`src/rtl/ustx_pkg.sv`:
```
// Shared constants, types and helper functions of the asynchronous serial transmitter.
// Operation
// - Line idles at mark; start bit space, 8 or 9 data bits, mark stop bits.
// - Characters are serialized least significant data bit first.
// - Every bit lasts exactly one bit period with no return to neutral level.
// - Bit timing comes from the system clock via an 8-bit or 16-bit divider.
// - Transmit path is independent but uses the common format and rate.
// - No hardware parity; software puts parity into the ninth data bit.
// - Sending needs transmitter on, clocked mode off, port on; port on drives pin.
// - A written character starts sending; an empty shifter takes it at once.
// - A queued character waits for the stop bit, then loads and starts immediately.
// - Polarity invert clear gives high-true levels, set gives low-true levels.
// - Buffer free flag is set while the path is enabled, unless shifter busy and another character queued.
// - Flag does not drop on the write; it is updated two cycles later.
// - Buffer free flag is read-only and kept by hardware alone.
// - Buffer free flag ignores the interrupt mask; the mask only gates requests.
// - Shifter empty clears on load, stays clear through stop bit, no interrupt.
// - Nine-bit select sends ninth bit value as MSB, captured with the write.
package ustx_pkg;

	// System clock rate
	localparam int unsigned USTX_CLK_HZ = 20_000_000;

	// Line levels before polarity
	localparam logic USTX_MARK = 1'b1;
	localparam logic USTX_SPACE = 1'b0;

	// Character lengths
	localparam logic [3:0] USTX_BITS_8 = 4'h8;
	localparam logic [3:0] USTX_BITS_9 = 4'h9;
	localparam logic [3:0] USTX_ONE = 4'h1;

	// Data path widths and FIFO depth
	localparam int USTX_CHAR_W = 9;
	localparam int USTX_FIFO_DEPTH = 4;
	localparam logic [15:0] USTX_CNT_ONE = 16'h0001;

	// Shifter sequence, one-hot
	typedef enum logic [3:0] {
		USTX_IDLE = 4'b0001,
		USTX_START = 4'b0010,
		USTX_DATA = 4'b0100,
		USTX_STOP = 4'b1000
	} ustx_state_t;

	// Static configuration bits from software
	typedef struct packed {
		logic port_on;
		logic transmitter_on;
		logic clocked_mode_select;
		logic line_polarity_invert;
		logic nine_bit_select;
		logic ninth_bit_value;
		logic rate_16bit;
		logic transmit_irq_mask;
		logic [15:0] rate_divisor;
	} ustx_cfg_t;

	// Complete state of the transmitter
	typedef struct packed {
		ustx_state_t st;
		logic [15:0] baud_cnt;
		logic [3:0] bit_cnt;
		logic [3:0] stop_cnt;
		logic [3:0] nbits;
		logic [USTX_CHAR_W-1:0] shifter;
		logic hold_valid;
		logic [USTX_CHAR_W-1:0] hold;
		logic line;
		logic oe;
		logic free_flag;
		logic empty;
		logic irq;
	} ustx_regs_t;

	localparam ustx_regs_t USTX_REGS_RST = '{st: USTX_IDLE, baud_cnt: 16'h0000, bit_cnt: 4'h0,
		stop_cnt: 4'h0, nbits: USTX_BITS_8, shifter: 9'h000, hold_valid: 1'b0, hold: 9'h000,
		line: USTX_MARK, oe: 1'b0, free_flag: 1'b0, empty: 1'b1, irq: 1'b0};

	// Terminal count of the divider; 8-bit mode ignores the high byte
	function automatic logic [15:0] ustx_divisor(input logic wide, input logic [15:0] div);
		ustx_divisor = wide ? div : {8'h00, div[7:0]};
	endfunction : ustx_divisor

	// Line level for a sequence state, before and after inversion
	function automatic logic ustx_level(input ustx_state_t st, input logic bit0, input logic inv);
		logic lvl;
		lvl = USTX_MARK;
		if (st == USTX_START) begin
			lvl = USTX_SPACE;
		end else if (st == USTX_DATA) begin
			lvl = bit0;
		end
		ustx_level = lvl ^ inv;
	endfunction : ustx_level

endpackage : ustx_pkg

```
`src/rtl/ustx_fifo.sv`:
```
// Small synchronous FIFO with valid/ready on both sides and registered flags.
module ustx_fifo #(
	parameter int W = 9,
	parameter int DEPTH = 4
) (
	// Clock and reset
	input wire logic clk,
	input wire logic rst,
	input wire logic flush,
	// Fill side
	input wire logic in_valid,
	output logic in_ready,
	input wire logic [W-1:0] in_data,
	// Drain side
	output logic out_valid,
	input wire logic out_ready,
	output logic [W-1:0] out_data
);
	import ustx_pkg::*;

	// Pointers wrap naturally, so DEPTH must be a power of two
	localparam int AW = (DEPTH > 1) ? $clog2(DEPTH) : 1;
	localparam logic [AW:0] FULL_CNT = AW'(DEPTH) == '0 ? {1'b1, {AW{1'b0}}} : (AW+1)'(DEPTH);

	typedef struct packed {
		logic [DEPTH-1:0][W-1:0] mem;
		logic [AW-1:0] wp;
		logic [AW-1:0] rp;
		logic [AW:0] cnt;
		logic ready;
		logic valid;
	} ustx_fifo_regs_t;

	localparam ustx_fifo_regs_t FIFO_RST = '{mem: '0, wp: '0, rp: '0, cnt: '0, ready: 1'b1, valid: 1'b0};

	ustx_fifo_regs_t s_q;
	ustx_fifo_regs_t s_d;
	logic push;
	logic pop;

	// Flags are kept as flops so the ready seen upstream has no logic in front of it
	assign in_ready = s_q.ready;
	assign out_valid = s_q.valid;
	assign out_data = s_q.mem[s_q.rp];

	// Next state: push, pop, flush
	always_comb begin
		s_d = s_q;
		push = in_valid & s_q.ready;
		pop = out_ready & s_q.valid;
		if (push) begin
			s_d.mem[s_q.wp] = in_data;
			s_d.wp = s_q.wp + 1'b1;
		end
		if (pop) begin
			s_d.rp = s_q.rp + 1'b1;
		end
		s_d.cnt = s_q.cnt + {{AW{1'b0}}, push} - {{AW{1'b0}}, pop};
		s_d.ready = (s_d.cnt != FULL_CNT);
		s_d.valid = (s_d.cnt != '0);
		if (flush) begin
			s_d = FIFO_RST;
		end
	end

	// State register
	always_ff @(posedge clk) begin
		if (rst) begin
			s_q <= FIFO_RST;
		end else begin
			s_q <= s_d;
		end
	end

endmodule : ustx_fifo

```
`src/rtl/ustx_tx.sv`:
```
// Asynchronous NRZ serial transmitter: holding buffer, shifter, divider and status flags.
module ustx_tx #(
	parameter logic [3:0] STOP_BITS = 4'h1,
	parameter int FIFO_DEPTH = ustx_pkg::USTX_FIFO_DEPTH
) (
	// Clock and reset
	input wire logic clk,
	input wire logic rst,
	// Configuration
	input wire ustx_pkg::ustx_cfg_t cfg,
	// Character write port
	input wire logic wr_valid,
	input wire logic [7:0] wr_data,
	output logic wr_ready,
	// Serial line
	output logic tx_pin_o,
	output logic tx_pin_oe,
	// Status
	output logic transmit_buffer_free_flag,
	output logic shifter_empty,
	output logic tx_irq_req
);
	import ustx_pkg::*;

	ustx_regs_t s_q;
	ustx_regs_t s_d;
	logic en;
	logic [15:0] div;
	logic bit_tick;
	logic last_data;
	logic last_stop;
	logic fifo_in_ready;
	logic fifo_out_valid;
	logic fifo_out_ready;
	logic [USTX_CHAR_W-1:0] fifo_out_data;

	// Transmit path is live only in asynchronous mode with port and transmitter on
	assign en = cfg.port_on & cfg.transmitter_on & ~cfg.clocked_mode_select;
	assign div = ustx_divisor(cfg.rate_16bit, cfg.rate_divisor);
	assign bit_tick = (s_q.baud_cnt == div);
	assign last_data = (s_q.bit_cnt == s_q.nbits - USTX_ONE);
	assign last_stop = (s_q.stop_cnt == STOP_BITS - USTX_ONE);

	// Holding buffer pulls from the FIFO only while it is empty
	assign fifo_out_ready = en & ~s_q.hold_valid;

	// The ninth bit is captured with the low byte, so it must be set up before the write
	ustx_fifo #(
		.W(USTX_CHAR_W),
		.DEPTH(FIFO_DEPTH)
	) u_fifo (
		.clk(clk),
		.rst(rst),
		.flush(~cfg.port_on),
		.in_valid(wr_valid),
		.in_ready(fifo_in_ready),
		.in_data({cfg.ninth_bit_value, wr_data}),
		.out_valid(fifo_out_valid),
		.out_ready(fifo_out_ready),
		.out_data(fifo_out_data)
	);

	// Outputs straight from the state flops
	assign tx_pin_o = s_q.line;
	assign tx_pin_oe = s_q.oe;
	assign transmit_buffer_free_flag = s_q.free_flag;
	assign shifter_empty = s_q.empty;
	assign tx_irq_req = s_q.irq;
	assign wr_ready = fifo_in_ready;

	// Next state of the shifter sequence, buffer and flags
	always_comb begin
		s_d = s_q;
		// The divider only runs inside a frame, so a new frame always starts on a full period
		if (s_q.st != USTX_IDLE) begin
			s_d.baud_cnt = bit_tick ? 16'h0000 : s_q.baud_cnt + USTX_CNT_ONE;
		end
		unique case (s_q.st)
			USTX_IDLE: begin
				// Empty shifter takes a waiting character at once
				if (s_q.hold_valid) begin
					s_d.st = USTX_START;
					s_d.shifter = s_q.hold;
					s_d.hold_valid = 1'b0;
					s_d.baud_cnt = 16'h0000;
					s_d.nbits = cfg.nine_bit_select ? USTX_BITS_9 : USTX_BITS_8;
				end
			end
			USTX_START: begin
				if (bit_tick) begin
					s_d.st = USTX_DATA;
					s_d.bit_cnt = 4'h0;
				end
			end
			USTX_DATA: begin
				// Shift right so bit 0 is always the one on the line
				if (bit_tick) begin
					s_d.shifter = {1'b0, s_q.shifter[USTX_CHAR_W-1:1]};
					s_d.bit_cnt = s_q.bit_cnt + USTX_ONE;
					if (last_data) begin
						s_d.st = USTX_STOP;
						s_d.stop_cnt = 4'h0;
					end
				end
			end
			USTX_STOP: begin
				if (bit_tick) begin
					s_d.stop_cnt = s_q.stop_cnt + USTX_ONE;
					if (last_stop) begin
						// Back-to-back: queued character loads in the cycle the stop bit ends
						if (s_q.hold_valid) begin
							s_d.st = USTX_START;
							s_d.shifter = s_q.hold;
							s_d.hold_valid = 1'b0;
							s_d.nbits = cfg.nine_bit_select ? USTX_BITS_9 : USTX_BITS_8;
						end else begin
							s_d.st = USTX_IDLE;
						end
					end
				end
			end
		endcase
		// Refill the holding buffer; it was empty, so no clash with the load above
		if (fifo_out_valid & fifo_out_ready) begin
			s_d.hold_valid = 1'b1;
			s_d.hold = fifo_out_data;
		end
		// Disabling the transmitter drops any character in flight
		if (!en) begin
			s_d = USTX_REGS_RST;
		end
		s_d.line = ustx_level(s_d.st, s_d.shifter[0], cfg.line_polarity_invert);
		s_d.oe = cfg.port_on;
		// Free while enabled unless the shifter is busy and another character waits; the write itself
		// reaches this term only through the FIFO, two cycles later
		s_d.free_flag = en & ~(~s_q.empty & (s_q.hold_valid | fifo_out_valid));
		s_d.empty = (s_d.st == USTX_IDLE);
		s_d.irq = s_d.free_flag & cfg.transmit_irq_mask;
	end

	// State register
	always_ff @(posedge clk) begin
		if (rst) begin
			s_q <= USTX_REGS_RST;
		end else begin
			s_q <= s_d;
		end
	end
endmodule : ustx_tx

```
`config.mk`:
```
export PLATFORM = sky130hd
export DESIGN_NAME = ustx_tx
export DESIGN_NICKNAME = d
export VERILOG_FILES = /design/src/rtl/ustx_pkg.sv /design/src/rtl/ustx_fifo.sv /design/src/rtl/ustx_tx.sv
export SDC_FILE = /design/constraint.sdc
export NUM_CORES = 1
export LEC_CHECK = 0
export BUFFER_PORTS_ARGS = -buffer_cell sky130_fd_sc_hd__buf_4
export CAP_MARGIN = 30
export CORE_MARGIN = 5
export CORE_UTILIZATION = 59
export CTS_CLUSTER_DIAMETER = 200
export DETAILED_ROUTE_END_ITERATION = 8
export PLACE_DENSITY = 0.77
export SYNTH_ARGS = -nofsm -noshare
export SYNTH_HDL_FRONTEND = slang
export SYNTH_HIERARCHICAL = 1
export SYNTH_SLANG_ARGS = --single-unit
```
`constraint.sdc`:
```
create_clock -name clk -period 2.6 [get_ports clk]
set_input_delay 0.13 -clock clk [delete_from_list [all_inputs] [get_ports clk]]
set_output_delay 0.13 -clock clk [all_outputs]
set_load 0.02 [all_outputs]
```
==> metrics.md, run 1 <==
| Metric | Value |
|---|---|
| Fmax | 406 MHz |
| Final worst-path cycle share | 94.8% |
| CTS max path bufs | 2 |
| CP Max Fanout | 6 |
| Height of the die | roughly 100 µm |
| Setup WS pre-CTS | 135 ps |
| Port Buffers | 40 |
| DP Area | 5190 µm² |
| Max VDD drop | 0.390 mV |
| Initial core utilization | 59.5% |
| WL final | 10,700 µm |
| Post-synthesis xor/xnor area fraction | slightly below 7% |
| Die area | between 10,000 and 15,000 µm² |
| Final HPWL from detailed placement | approximately 7600 µm |
| Die W | ~100 µm |
| Cell count of the worst reg-to-reg path | 9 |
| Pre-Repair DR Iteration Count | 4 |
| Largest family of logic cells by synthesized area | simple AND/OR/NAND/NOR gates |
| Wire per inst | 14.9 µm |
| Setup crit end kind | flip-flop |
| Routability congestion estimate | around 0.90 |
| Status | finished, final reports clean |
| Worst-path cell chain | xor2_1 -> nor4_2 -> o211ai_1 -> or3_4 -> buf_4 -> o21ai_0 -> nand3_1 -> a2111oi_4 -> mux2i_1 |
| Clk pin slew, worst setup/hold paths | between 100 and 150 ps |
| Mapped Avg Cell Area | 8.48 µm² |
| Final setup fails | 0 |
| Area growth syn-to-layout | 13.6% |
| Measured slew at the worst slew-check pin | between 700 and 800 ps |
| Detailed Route Iter0 Violations | 186 |
| IO Count | a little over 40 |
| Htree depth | 3 |
| CTS Buf Count | 9 |
| Ant. Diodes | 0 |
| Critical path's slowest cell | or3_4 |
| Mapped Nets | 615 |
| Drt drc | 0 |
| Post-synthesis mux area share | approximately 5.4% |
| Share of synthesized registers carrying an async set or reset | 0% |
| Synth Area in Compound Gates | between 10% and 20% |
| CP peak stage delay | 410 ps |
| Vias | ~4,100 |
| PwrDens | 512 nW/µm² |
| HP Class | in -> reg |
| Clock Skews | 10.8 ps |
| Yosys warns | 6 |
| Initial antenna violation count | 0 |
| Cell Area, Synth | about 4800 µm² |
| Vias in the first global route | slightly below 4,000 |
| Clock Tree Root | clkbuf_8 |
| Final Cell Area | 5470 µm² |
| Row count | 33 |
| Setup TNS | 0 ps |
| Final ANT Viol Nets | 0 |
| EDFF count, synth | 0 |
| Startpoint types | flip-flop |
| Pleak | roughly 1.9 nW |
| Nets | 654 |
| FF+latch count, synth | approximately 100 |
| Routed vias/inst | 5.75 |
| Synth Area in Adders | 3.27% |
| Register area share after synthesis | 42.0% |
| Synth unique cells | 55 |
| CTS tree | done |
| Tot GR Track Use | 21.7% |
| Synthesized instance count | 568 |
| Core area | 8090 µm² |
| Critical path required time | 2900 ps |
| Simple-gate portion of the synthesized area | 23.4% |
| Slew headroom | 51.0% |
| Final WS setup | 136 ps |
| WS Path Type | reg -> reg |
| Worst skew pair latency | about 370 ps |
| WP data arrival | 2760 ps |
| Layout cells sized above 1 | 16.0% |
| WHS Path Cells | 3 |
| First-pass GRT wire length | roughly 18,000 µm |
| Max Slew Vio Count | 0 |
| Fin. Hold Viols | 0 |
| Post-synth top flop | dfxtp_1 |
| Clk sink count | 101 |
| GRT Residual Overflow | 0 |
| Pin count of the biggest net entering global routing | 39 |
| Min Clock Period, post-route | 2460 ps |
| Max Cap Viol | 0 |
cell type report:
type	instances	area (µm²)
clock inverters	7	92.6
well taps	105	131
repair buffers	59	450
flip-flops and latches	101	2020
multi-input cells	421	2590
clock buffers	9	124
fillers	694	2620
inverters	15	56.3
stage by stage:
stage	utilization, %	total power (W)	std cells	hold slack, ps
2_1_floorplan	-	0.00169	568	197
6_report	67.6	0.00280	717	13.5
3_5_place_dp	64.2	0.00177	697	336
3_3_place_gp	64.2	0.00177	697	335
5_1_grt	67.6	0.00290	717	11.3
4_1_cts	67.2	0.00282	716	1.57
where the power goes:
group	internal (W)	switching [W]	total [W]	leakage, nW
clock	0.000469	0.000593	0.00106	0.109
combinational	0.0000784	0.0000947	0.000173	1.01
sequential	0.00156	0.00000740	0.00157	0.816
total	0.00211	0.000695	0.00280	1.94
repair_timing:
item,CTS,global route
setup buffers,0,1
hold endpoints to repair,4,0
gates resized for setup,0,5
endpoints found under the setup margin,0,1
hold buffers,3,0
logic make-up after synthesis:
kind of cell | after synthesis
AOI/OAI and AO/OA | 114
and+or+nand+nor | 245
buffers and inverters | 46
adders and majority gates | 12
DFF | 101
muxes | 14
xor gates and xnor gates | 36
synth_stat cells, drive strengths merged (9+ instances only):
cell / n / share of area [%]
nand2: 110 / 8.6
dfxtp: 101 / 42
a21oi: 65 / 6.8
nor2: 48 / 3.7
nand3: 26 / 2.7
xor2: 25 / 4.5
buf: 19 / 2.5
inv: 15 / 1.2
nor3: 13 / 1.4
and3: 12 / 1.6
clkbuf: 12 / 0.99
a22oi: 11 / 1.8
ha: 11 / 2.9
o21ai: 11 / 1.1
xnor2: 10 / 1.8
mux4: 9 / 4.3
routing by layer:
metal  vias to the layer above  routed length (µm)  track usage [%]  part of all wire, %
met4                         0                 191             8.70                  1.8
met5                         -                   0                0                    0
met3                        18                 467             3.54                  4.4
met1                      1966                4600             26.8                   43
li1                       2035                   -                -                    -
met2                       106                5430             37.5                   51
placed cells by master, fill, tap and decap left out, types with 2 or more instances in the layout:
cell / synthesis / final
nor3_1: 13 / 13
o21ai_0: 11 / 11
and3_1: 12 / 12
nand2_1: 110 / 110
inv_1: 15 / 15
nand4_1: 3 / 3
clkbuf_8: 0 / 9
o21a_1: 5 / 5
dfxtp_2: 0 / 2
nor3b_1: 3 / 3
buf_4: 5 / 56
a2111oi_4: 1 / 2
nand4b_1: 3 / 3
a31o_2: 2 / 2
nor4_2: 2 / 2
or3_1: 5 / 4
xor2_1: 25 / 25
or2_2: 4 / 4
nand3_1: 26 / 26
xnor2_1: 10 / 10
o22ai_1: 6 / 6
nor2_1: 48 / 48
dfxtp_1: 101 / 99
a21o_1: 2 / 2
clkinv_4: 0 / 3
mux2i_1: 4 / 4
a22oi_1: 10 / 10
and2_1: 7 / 7
a31oi_1: 2 / 2
mux4_2: 8 / 8
dlygate4sd3_1: 0 / 3
a21oi_1: 65 / 65
ha_1: 11 / 11
o211ai_1: 2 / 2
final timing paths:
check	from	endpoint	slack, ps
worst min-delay path	wr_data[2]	u_fifo/s_q[29]	10
worst max-delay path	s_q[41]	tx_pin_o	140
worst max register to register	s_q[41]	tx_pin_o	140
worst min register to register	u_fifo/s_q[38]	u_fifo/s_q[38]	460
sequential cells by signal, summed over array words and instances (netlist names):
name and cells:
s_q 51, shifter_empty 1, transmit_buffer_free_flag 1, tx_irq_req 1
tx_pin_o 1, tx_pin_oe 1, u_fifo/in_ready 1, u_fifo/out_valid 1
u_fifo/s_q 43
worst max-delay path: cells and delay by family (launching register included):
family | cells | cell delay, ps
and+or+nand+nor | 3 | 870
muxes | 1 | 200
AOI/OAI and AO/OA | 3 | 620
buffers and inverters | 1 | 170
DFF | 1 | 370
xor gates and xnor gates | 1 | 170
Power figures use the tool's default switching activity.
==> inputs of run 2 (changes only) <==
CORE_UTILIZATION = 60   (was 59)
PLACE_DENSITY = 0.78   (was 0.77)
clock period = 2.85 ns   (was 2.6 ns; I/O delays follow)
==> metrics.md, run 2 (same netlist as run 1, synthesis figures left out) <==
| Metric | Value |
|---|---|
| PwrDens | 460 nW/µm² (-10%) |
| Clock Skews | 9.41 ps (-1.44 ps) |
| WP data arrival | 2950 ps (+190 ps) |
| RSZ-0062 raised after global routing | no |
| Startpoint types | flip-flop |
| Reg with most FFs | s_q |
| Worst-path cell chain | xor2_1 -> nor4_2 -> o211ai_1 -> or3_1 -> a2111oi_4 -> o211ai_2 -> a2111oi_2 -> mux2i_1 |
| Clk pin slew, worst setup/hold paths | 110 ps (about the same) |
| Die W | 99.6 µm (-0.76%) |
| Setup TNS | 0 ps (unchanged) |
| Nets | 650 (-0.61%) |
| Max Slew Vio Count | 0 (unchanged) |
| Status | finished, final reports clean |
| Post-CTS setup buffer count | 0 (unchanged) |
| Max VDD drop | 0.282 mV (-28%) |
| CTS max path bufs | 2 (unchanged) |
| Vias | 4,013 (-2.7%) |
| Top delay family on crit path | compound AO/OA/AOI/OAI gates |
| CP peak stage delay | 520 ps (+110 ps) |
| Final ANT Viol Nets | 0 (unchanged) |
| Ant. Diodes | 0 (unchanged) |
| Tot GR Track Use | 21.8% (+0.10 points) |
| R2R Path Start | s_q[43] |
| Fin. Hold Viols | 0 (unchanged) |
| Worst skew pair latency | 380 ps (about the same) |
| Pleak | 1.91 nW (-1.7%) |
| Hold_ws | 11.5 ps (-2.00 ps) |
| WP buf/inv | 0 (-1) |
| Fmax | 379 MHz (-6.6%) |
| Routed vias/inst | 5.65 (-1.8%) |
| Min Clock Period, post-route | 2640 ps (+174 ps) |
| Max Used Layer | met4 |
| Wire per inst | 14.9 µm (-0.41%) |
| Hold Startpoint | wr_data[2] |
| Port Buffers | 40 (unchanged) |
| Height of the die | 99.6 µm (-0.76%) |
| Overall power | 0.00249 W (-11%) |
| Htree depth | 3 (unchanged) |
| Critical path's slowest cell | or3_1 |
| Resized Gates After CTS | 0 (unchanged) |
| Max Cap Viol | 0 (unchanged) |
| Pin count of the biggest net entering global routing | 45 (+15%) |
| Fin util | 69.6% (+2.0 points) |
| Initial core utilization | 62.0% (+2.5 points) |
| GRT Residual Overflow | 0 (unchanged) |
| Final HPWL from detailed placement | 7350 µm (-3.5%) |
| Crit path from | s_q[43] |
| Slew headroom | 51.4% (+0.43 points) |
| Pre-Repair DR Iteration Count | 5 (+1) |
| Max reg flops | 51 (unchanged) |
| Critical path required time | 3160 ps (+260 ps) |
| Row count | 32 (-3.0%) |
| HP Class | in -> reg |
| CTS tree | done |
| Commonest non-fill, non-tap cell in the layout | nand2_1 |
| Layout cells sized above 1 | 14.3% (-1.7 points) |
| Largest registers | s_q: 51 flops, u_fifo/s_q: 43 flops |
| Measured slew at the worst slew-check pin | 727 ps (-6.41 ps) |
| CTS Buf Count | 9 (unchanged) |
| Final worst-path cycle share | 92.6% (-2.2 points) |
| Most frequent cells in the layout | 110 x nand2_1, 101 x dfxtp_1, 65 x a21oi_1 |
| Final setup fails | 0 (unchanged) |
| IO Count | 41 (unchanged) |
| Area growth syn-to-layout | 12.2% |
| Clock Tree Root | clkbuf_8 |
| Routability congestion estimate | 0.893 (-0.23%) |
| Die area | 9920 µm² (-1.5%) |
| Met2 WL | 5430 µm (about the same) |
| Setup crit end kind | flip-flop |
| Wire length on met3 | 431 µm (-7.7%) |
| Core area | 7770 µm² (-4.0%) |
| Initial antenna violation count | 0 (unchanged) |
| WL final | 10,500 µm (-1.4%) |
| M1 WL | 4520 µm (-1.7%) |
| First-pass GRT wire length | 17,600 µm (-1.5%) |
| Clk sink count | 101 (unchanged) |
| Vias in the first global route | 3,821 (-2.0%) |
| CP Max Fanout | 10 (+4) |
| Detailed Route Iter0 Violations | 219 (+18%) |
| WS Path Type | reg -> reg |
| Drt drc | 0 (unchanged) |
## run 2: report_power, final
group	internal (W)	leakage [nW]	switching [W]
clock	0.000349	0.103	0.000550
sequential	0.00142	0.815	0.00000672
combinational	0.0000741	0.989	0.0000868
total	0.00185	1.91	0.000643
## run 2: tightest hold or removal path, stage by stage
cell,delay (ps)
buf_4,120
nand2_1,50
a21oi_1,50
## run 2: layout make-up
class                           instances  area, µm²
Multi-Input combinational cell        421       2570
Fill cell                             638       2360
Sequential cell                       101       2020
Timing Repair Buffer                   55        428
Tap cell                              102        128
Clock buffer                            9        124
Clock inverter                          7       76.3
Inverter                               15       56.3
## run 2: metrics by stage
stage / setup WS (ps) / cell area [µm²] / std cells
global placement: 387 / 5140 / 688
floorplan: 511 / 4820 / 568
detailed placement: 297 / 5140 / 688
finish: 212 / 5410 / 710
CTS: 227 / 5400 / 709
global route: 32.7 / 5410 / 710
## run 2: what timing repair did
| item | CTS | global route |
|---|---|---|
| endpoints found under the hold margin | 5 | 1 |
| setup endpoints to repair | 0 | 0 |
| hold buffers | 5 | 1 |
## run 2: routing by layer
| layer | global-route usage (%) | vias up |
|---|---|---|
| met5 | 0 | - |
| met4 | 6.93 | 0 |
| met3 | 4.84 | 14 |
| met2 | 39.2 | 87 |
| met1 | 25.7 | 1886 |
| li1 | - | 2026 |
## run 2: path summary, 6_finish.rpt
| check | to | slack [ps] | depth (start not counted) |
|---|---|---|---|
| worst min register to register | u_fifo/s_q[31] | 460 | 2 |
| worst min-delay path | u_fifo/s_q[11] | 10 | 3 |
| worst max-delay path | tx_pin_o | 210 | 8 |
| worst max register to register | tx_pin_o | 210 | 8 |
==> inputs of run 3 (changes only) <==
CORE_UTILIZATION = 55   (was 60)
PLACE_DENSITY = 0.72   (was 0.78)
RECOVER_POWER = 100   (was default)
==> metrics.md, run 3 (same netlist as run 1, synthesis figures left out) <==
| Metric | Value |
|---|---|
| Slew headroom | 19.3% (-32 points) |
| Commonest non-fill, non-tap cell in the layout | nand2_1 |
| Clock Tree Root | clkbuf_8 |
| Final WS setup | 278 ps (+66.3 ps) |
| Pre-Repair DR Iteration Count | 7 (+2) |
| Hold Buf Count CTS | 2 (-3) |
| Max Cap Viol | 0 (unchanged) |
| Clk pin slew, worst setup/hold paths | 110 ps (about the same) |
| Core area | 8640 µm² (+11%) |
| Wire per inst | 14.8 µm (-0.37%) |
| Final worst-path cycle share | 90.2% (-2.3 points) |
| Row count | 34 (+6.3%) |
| First-pass GRT wire length | 18,400 µm (+5.0%) |
| Ant. Diodes | 0 (unchanged) |
| Final ANT Viol Nets | 0 (unchanged) |
| Die area | 10,700 µm² (+8.2%) |
| Crit path from | s_q[36] |
| Reg with most FFs | s_q |
| Cell count of the worst reg-to-reg path | 8 (unchanged) |
| GRT Residual Overflow | 0 (unchanged) |
| Fmax | 389 MHz (+2.6%) |
| RSZ-0062 raised after global routing | no |
| CTS tree | done |
| Worst skew pair latency | 370 ps (about the same) |
| Max VDD drop | 0.318 mV (+13%) |
| Startpoint types | flip-flop |
| CTS max path bufs | 2 (unchanged) |
| Routability congestion estimate | 0.829 (-7.2%) |
| Nets | 647 (-0.46%) |
| Fin. Hold Viols | 0 (unchanged) |
| Setup TNS | 0 ps (unchanged) |
| CTS Buf Count | 9 (unchanged) |
| Final setup fails | 0 (unchanged) |
| WS Path Type | reg -> reg |
| R2R Path Start | s_q[36] |
| Port Buffers | 40 (unchanged) |
| Clk sink count | 101 (unchanged) |
| Initial core utilization | 55.8% (-6.2 points) |
| Max reg flops | 51 (unchanged) |
| Clock Skews | 12.5 ps (+3.05 ps) |
| Vias | 4,059 (+1.1%) |
| IO Count | 41 (unchanged) |
| Measured slew at the worst slew-check pin | 1210 ps (+484 ps) |
| WP data arrival | 2880 ps (-70 ps) |
| Post-CTS setup buffer count | 0 (unchanged) |
| CP Max Fanout | 10 (unchanged) |
| Tot GR Track Use | 20.1% (-1.7 points) |
| Most frequent cells in the layout | 110 x nand2_1, 101 x dfxtp_1, 65 x a21oi_1 |
| Setup WS pre-CTS | 294 ps (-3.39 ps) |
| Max Slew Vio Count | 0 (unchanged) |
| HP Class | in -> reg |
| Detailed Route Iter0 Violations | 168 (-23%) |
| Largest registers | s_q: 51 flops, u_fifo/s_q: 43 flops |
| WL final | 10,600 µm (about the same) |
| Layout cells sized above 1 | 12.7% (-1.6 points) |
| Setup crit end kind | flip-flop |
| Critical path required time | 3160 ps (about the same) |
| Hold Startpoint | cfg[19] |
| Vias in the first global route | 4,027 (+5.4%) |
| Htree depth | 3 (unchanged) |
| Die W | 104 µm (+4.0%) |
| Pin count of the biggest net entering global routing | 45 (unchanged) |
| Min Clock Period, post-route | 2570 ps (-66.3 ps) |
| Resized Gates After CTS | 0 (unchanged) |
| Initial antenna violation count | 0 (unchanged) |
| Final HPWL from detailed placement | 7500 µm (+2.0%) |
| PwrDens | 462 nW/µm² (+0.36%) |
| Height of the die | 104 µm (+4.0%) |
| Status | finished, final reports clean |
| Pleak | 1.85 nW (-3.0%) |
| Area growth syn-to-layout | 10.7% |
| Routed vias/inst | 5.69 (+0.72%) |
| Drt drc | 0 (unchanged) |
| WHS Path Cells | 3 (unchanged) |
run 3: cell types whose count changed in the layout (fill, tap and decap cells not counted), sizes merged:
| cell | before | now |
|---|---|---|
| clkbuf | 9 | 19 |
| dlygate4sd3 | 6 | 2 |
| clkinv | 3 | 2 |
| inv | 19 | 18 |
| buf | 49 | 40 |
| clkinvlp | 0 | 2 |
run 3: per-layer routing:
layer / up-vias / GRT usage (%) / part of all wire (%)
met3: 11 / 3.73 / 4.2
met5: - / 0 / 0
met2: 89 / 34.7 / 51
met4: 0 / 6.28 / 1.2
met1: 1932 / 25.2 / 44
li1: 2027 / - / -
run 3: worst max-delay path, stage by stage (launching register included):
cell,delay [ps]
dfxtp_1,430
xor2_1,110
nor4_2,260
o211ai_1,160
or3_1,510
a2111oi_4,280
o211ai_2,130
a2111oi_2,410
mux2i_1,220
run 3: path summary, 6_finish.rpt:
kind | end | slack, ps
min reg2reg | u_fifo/s_q[15] | 460
min | s_q[24] | 7
max | tx_pin_o | 280
max reg2reg | tx_pin_o | 280
run 3: where the power goes:
group / internal [W] / switching (W)
clock: 0.000339 / 0.000543
combinational: 0.0000669 / 0.0000862
sequential: 0.00142 / 0.00000640
total: 0.00183 / 0.000636
run 3: per-stage QoR:
step                      utilization (%)  hold WS, ps  cell area [µm²]  std cells  total power [W]
after floorplan                         -          209             4820        568          0.00155
after global placement               59.8          358             5160        695          0.00161
after detailed placement             59.8          359             5160        695          0.00162
after CTS                            62.2         3.52             5370        713          0.00248
after global routing                 61.7         6.21             5330        713          0.00256
final                                61.7         6.95             5330        713          0.00246
run 3: area by class of cell:
type,instances,area (µm²)
Inverter,15,56.3
Sequential cell,101,2020
Clock inverter,7,68.8
Clock buffer,9,124
Multi-Input combinational cell,421,2570
Timing Repair Buffer,52,359
Tap cell,108,135
Fill cell,782,3300
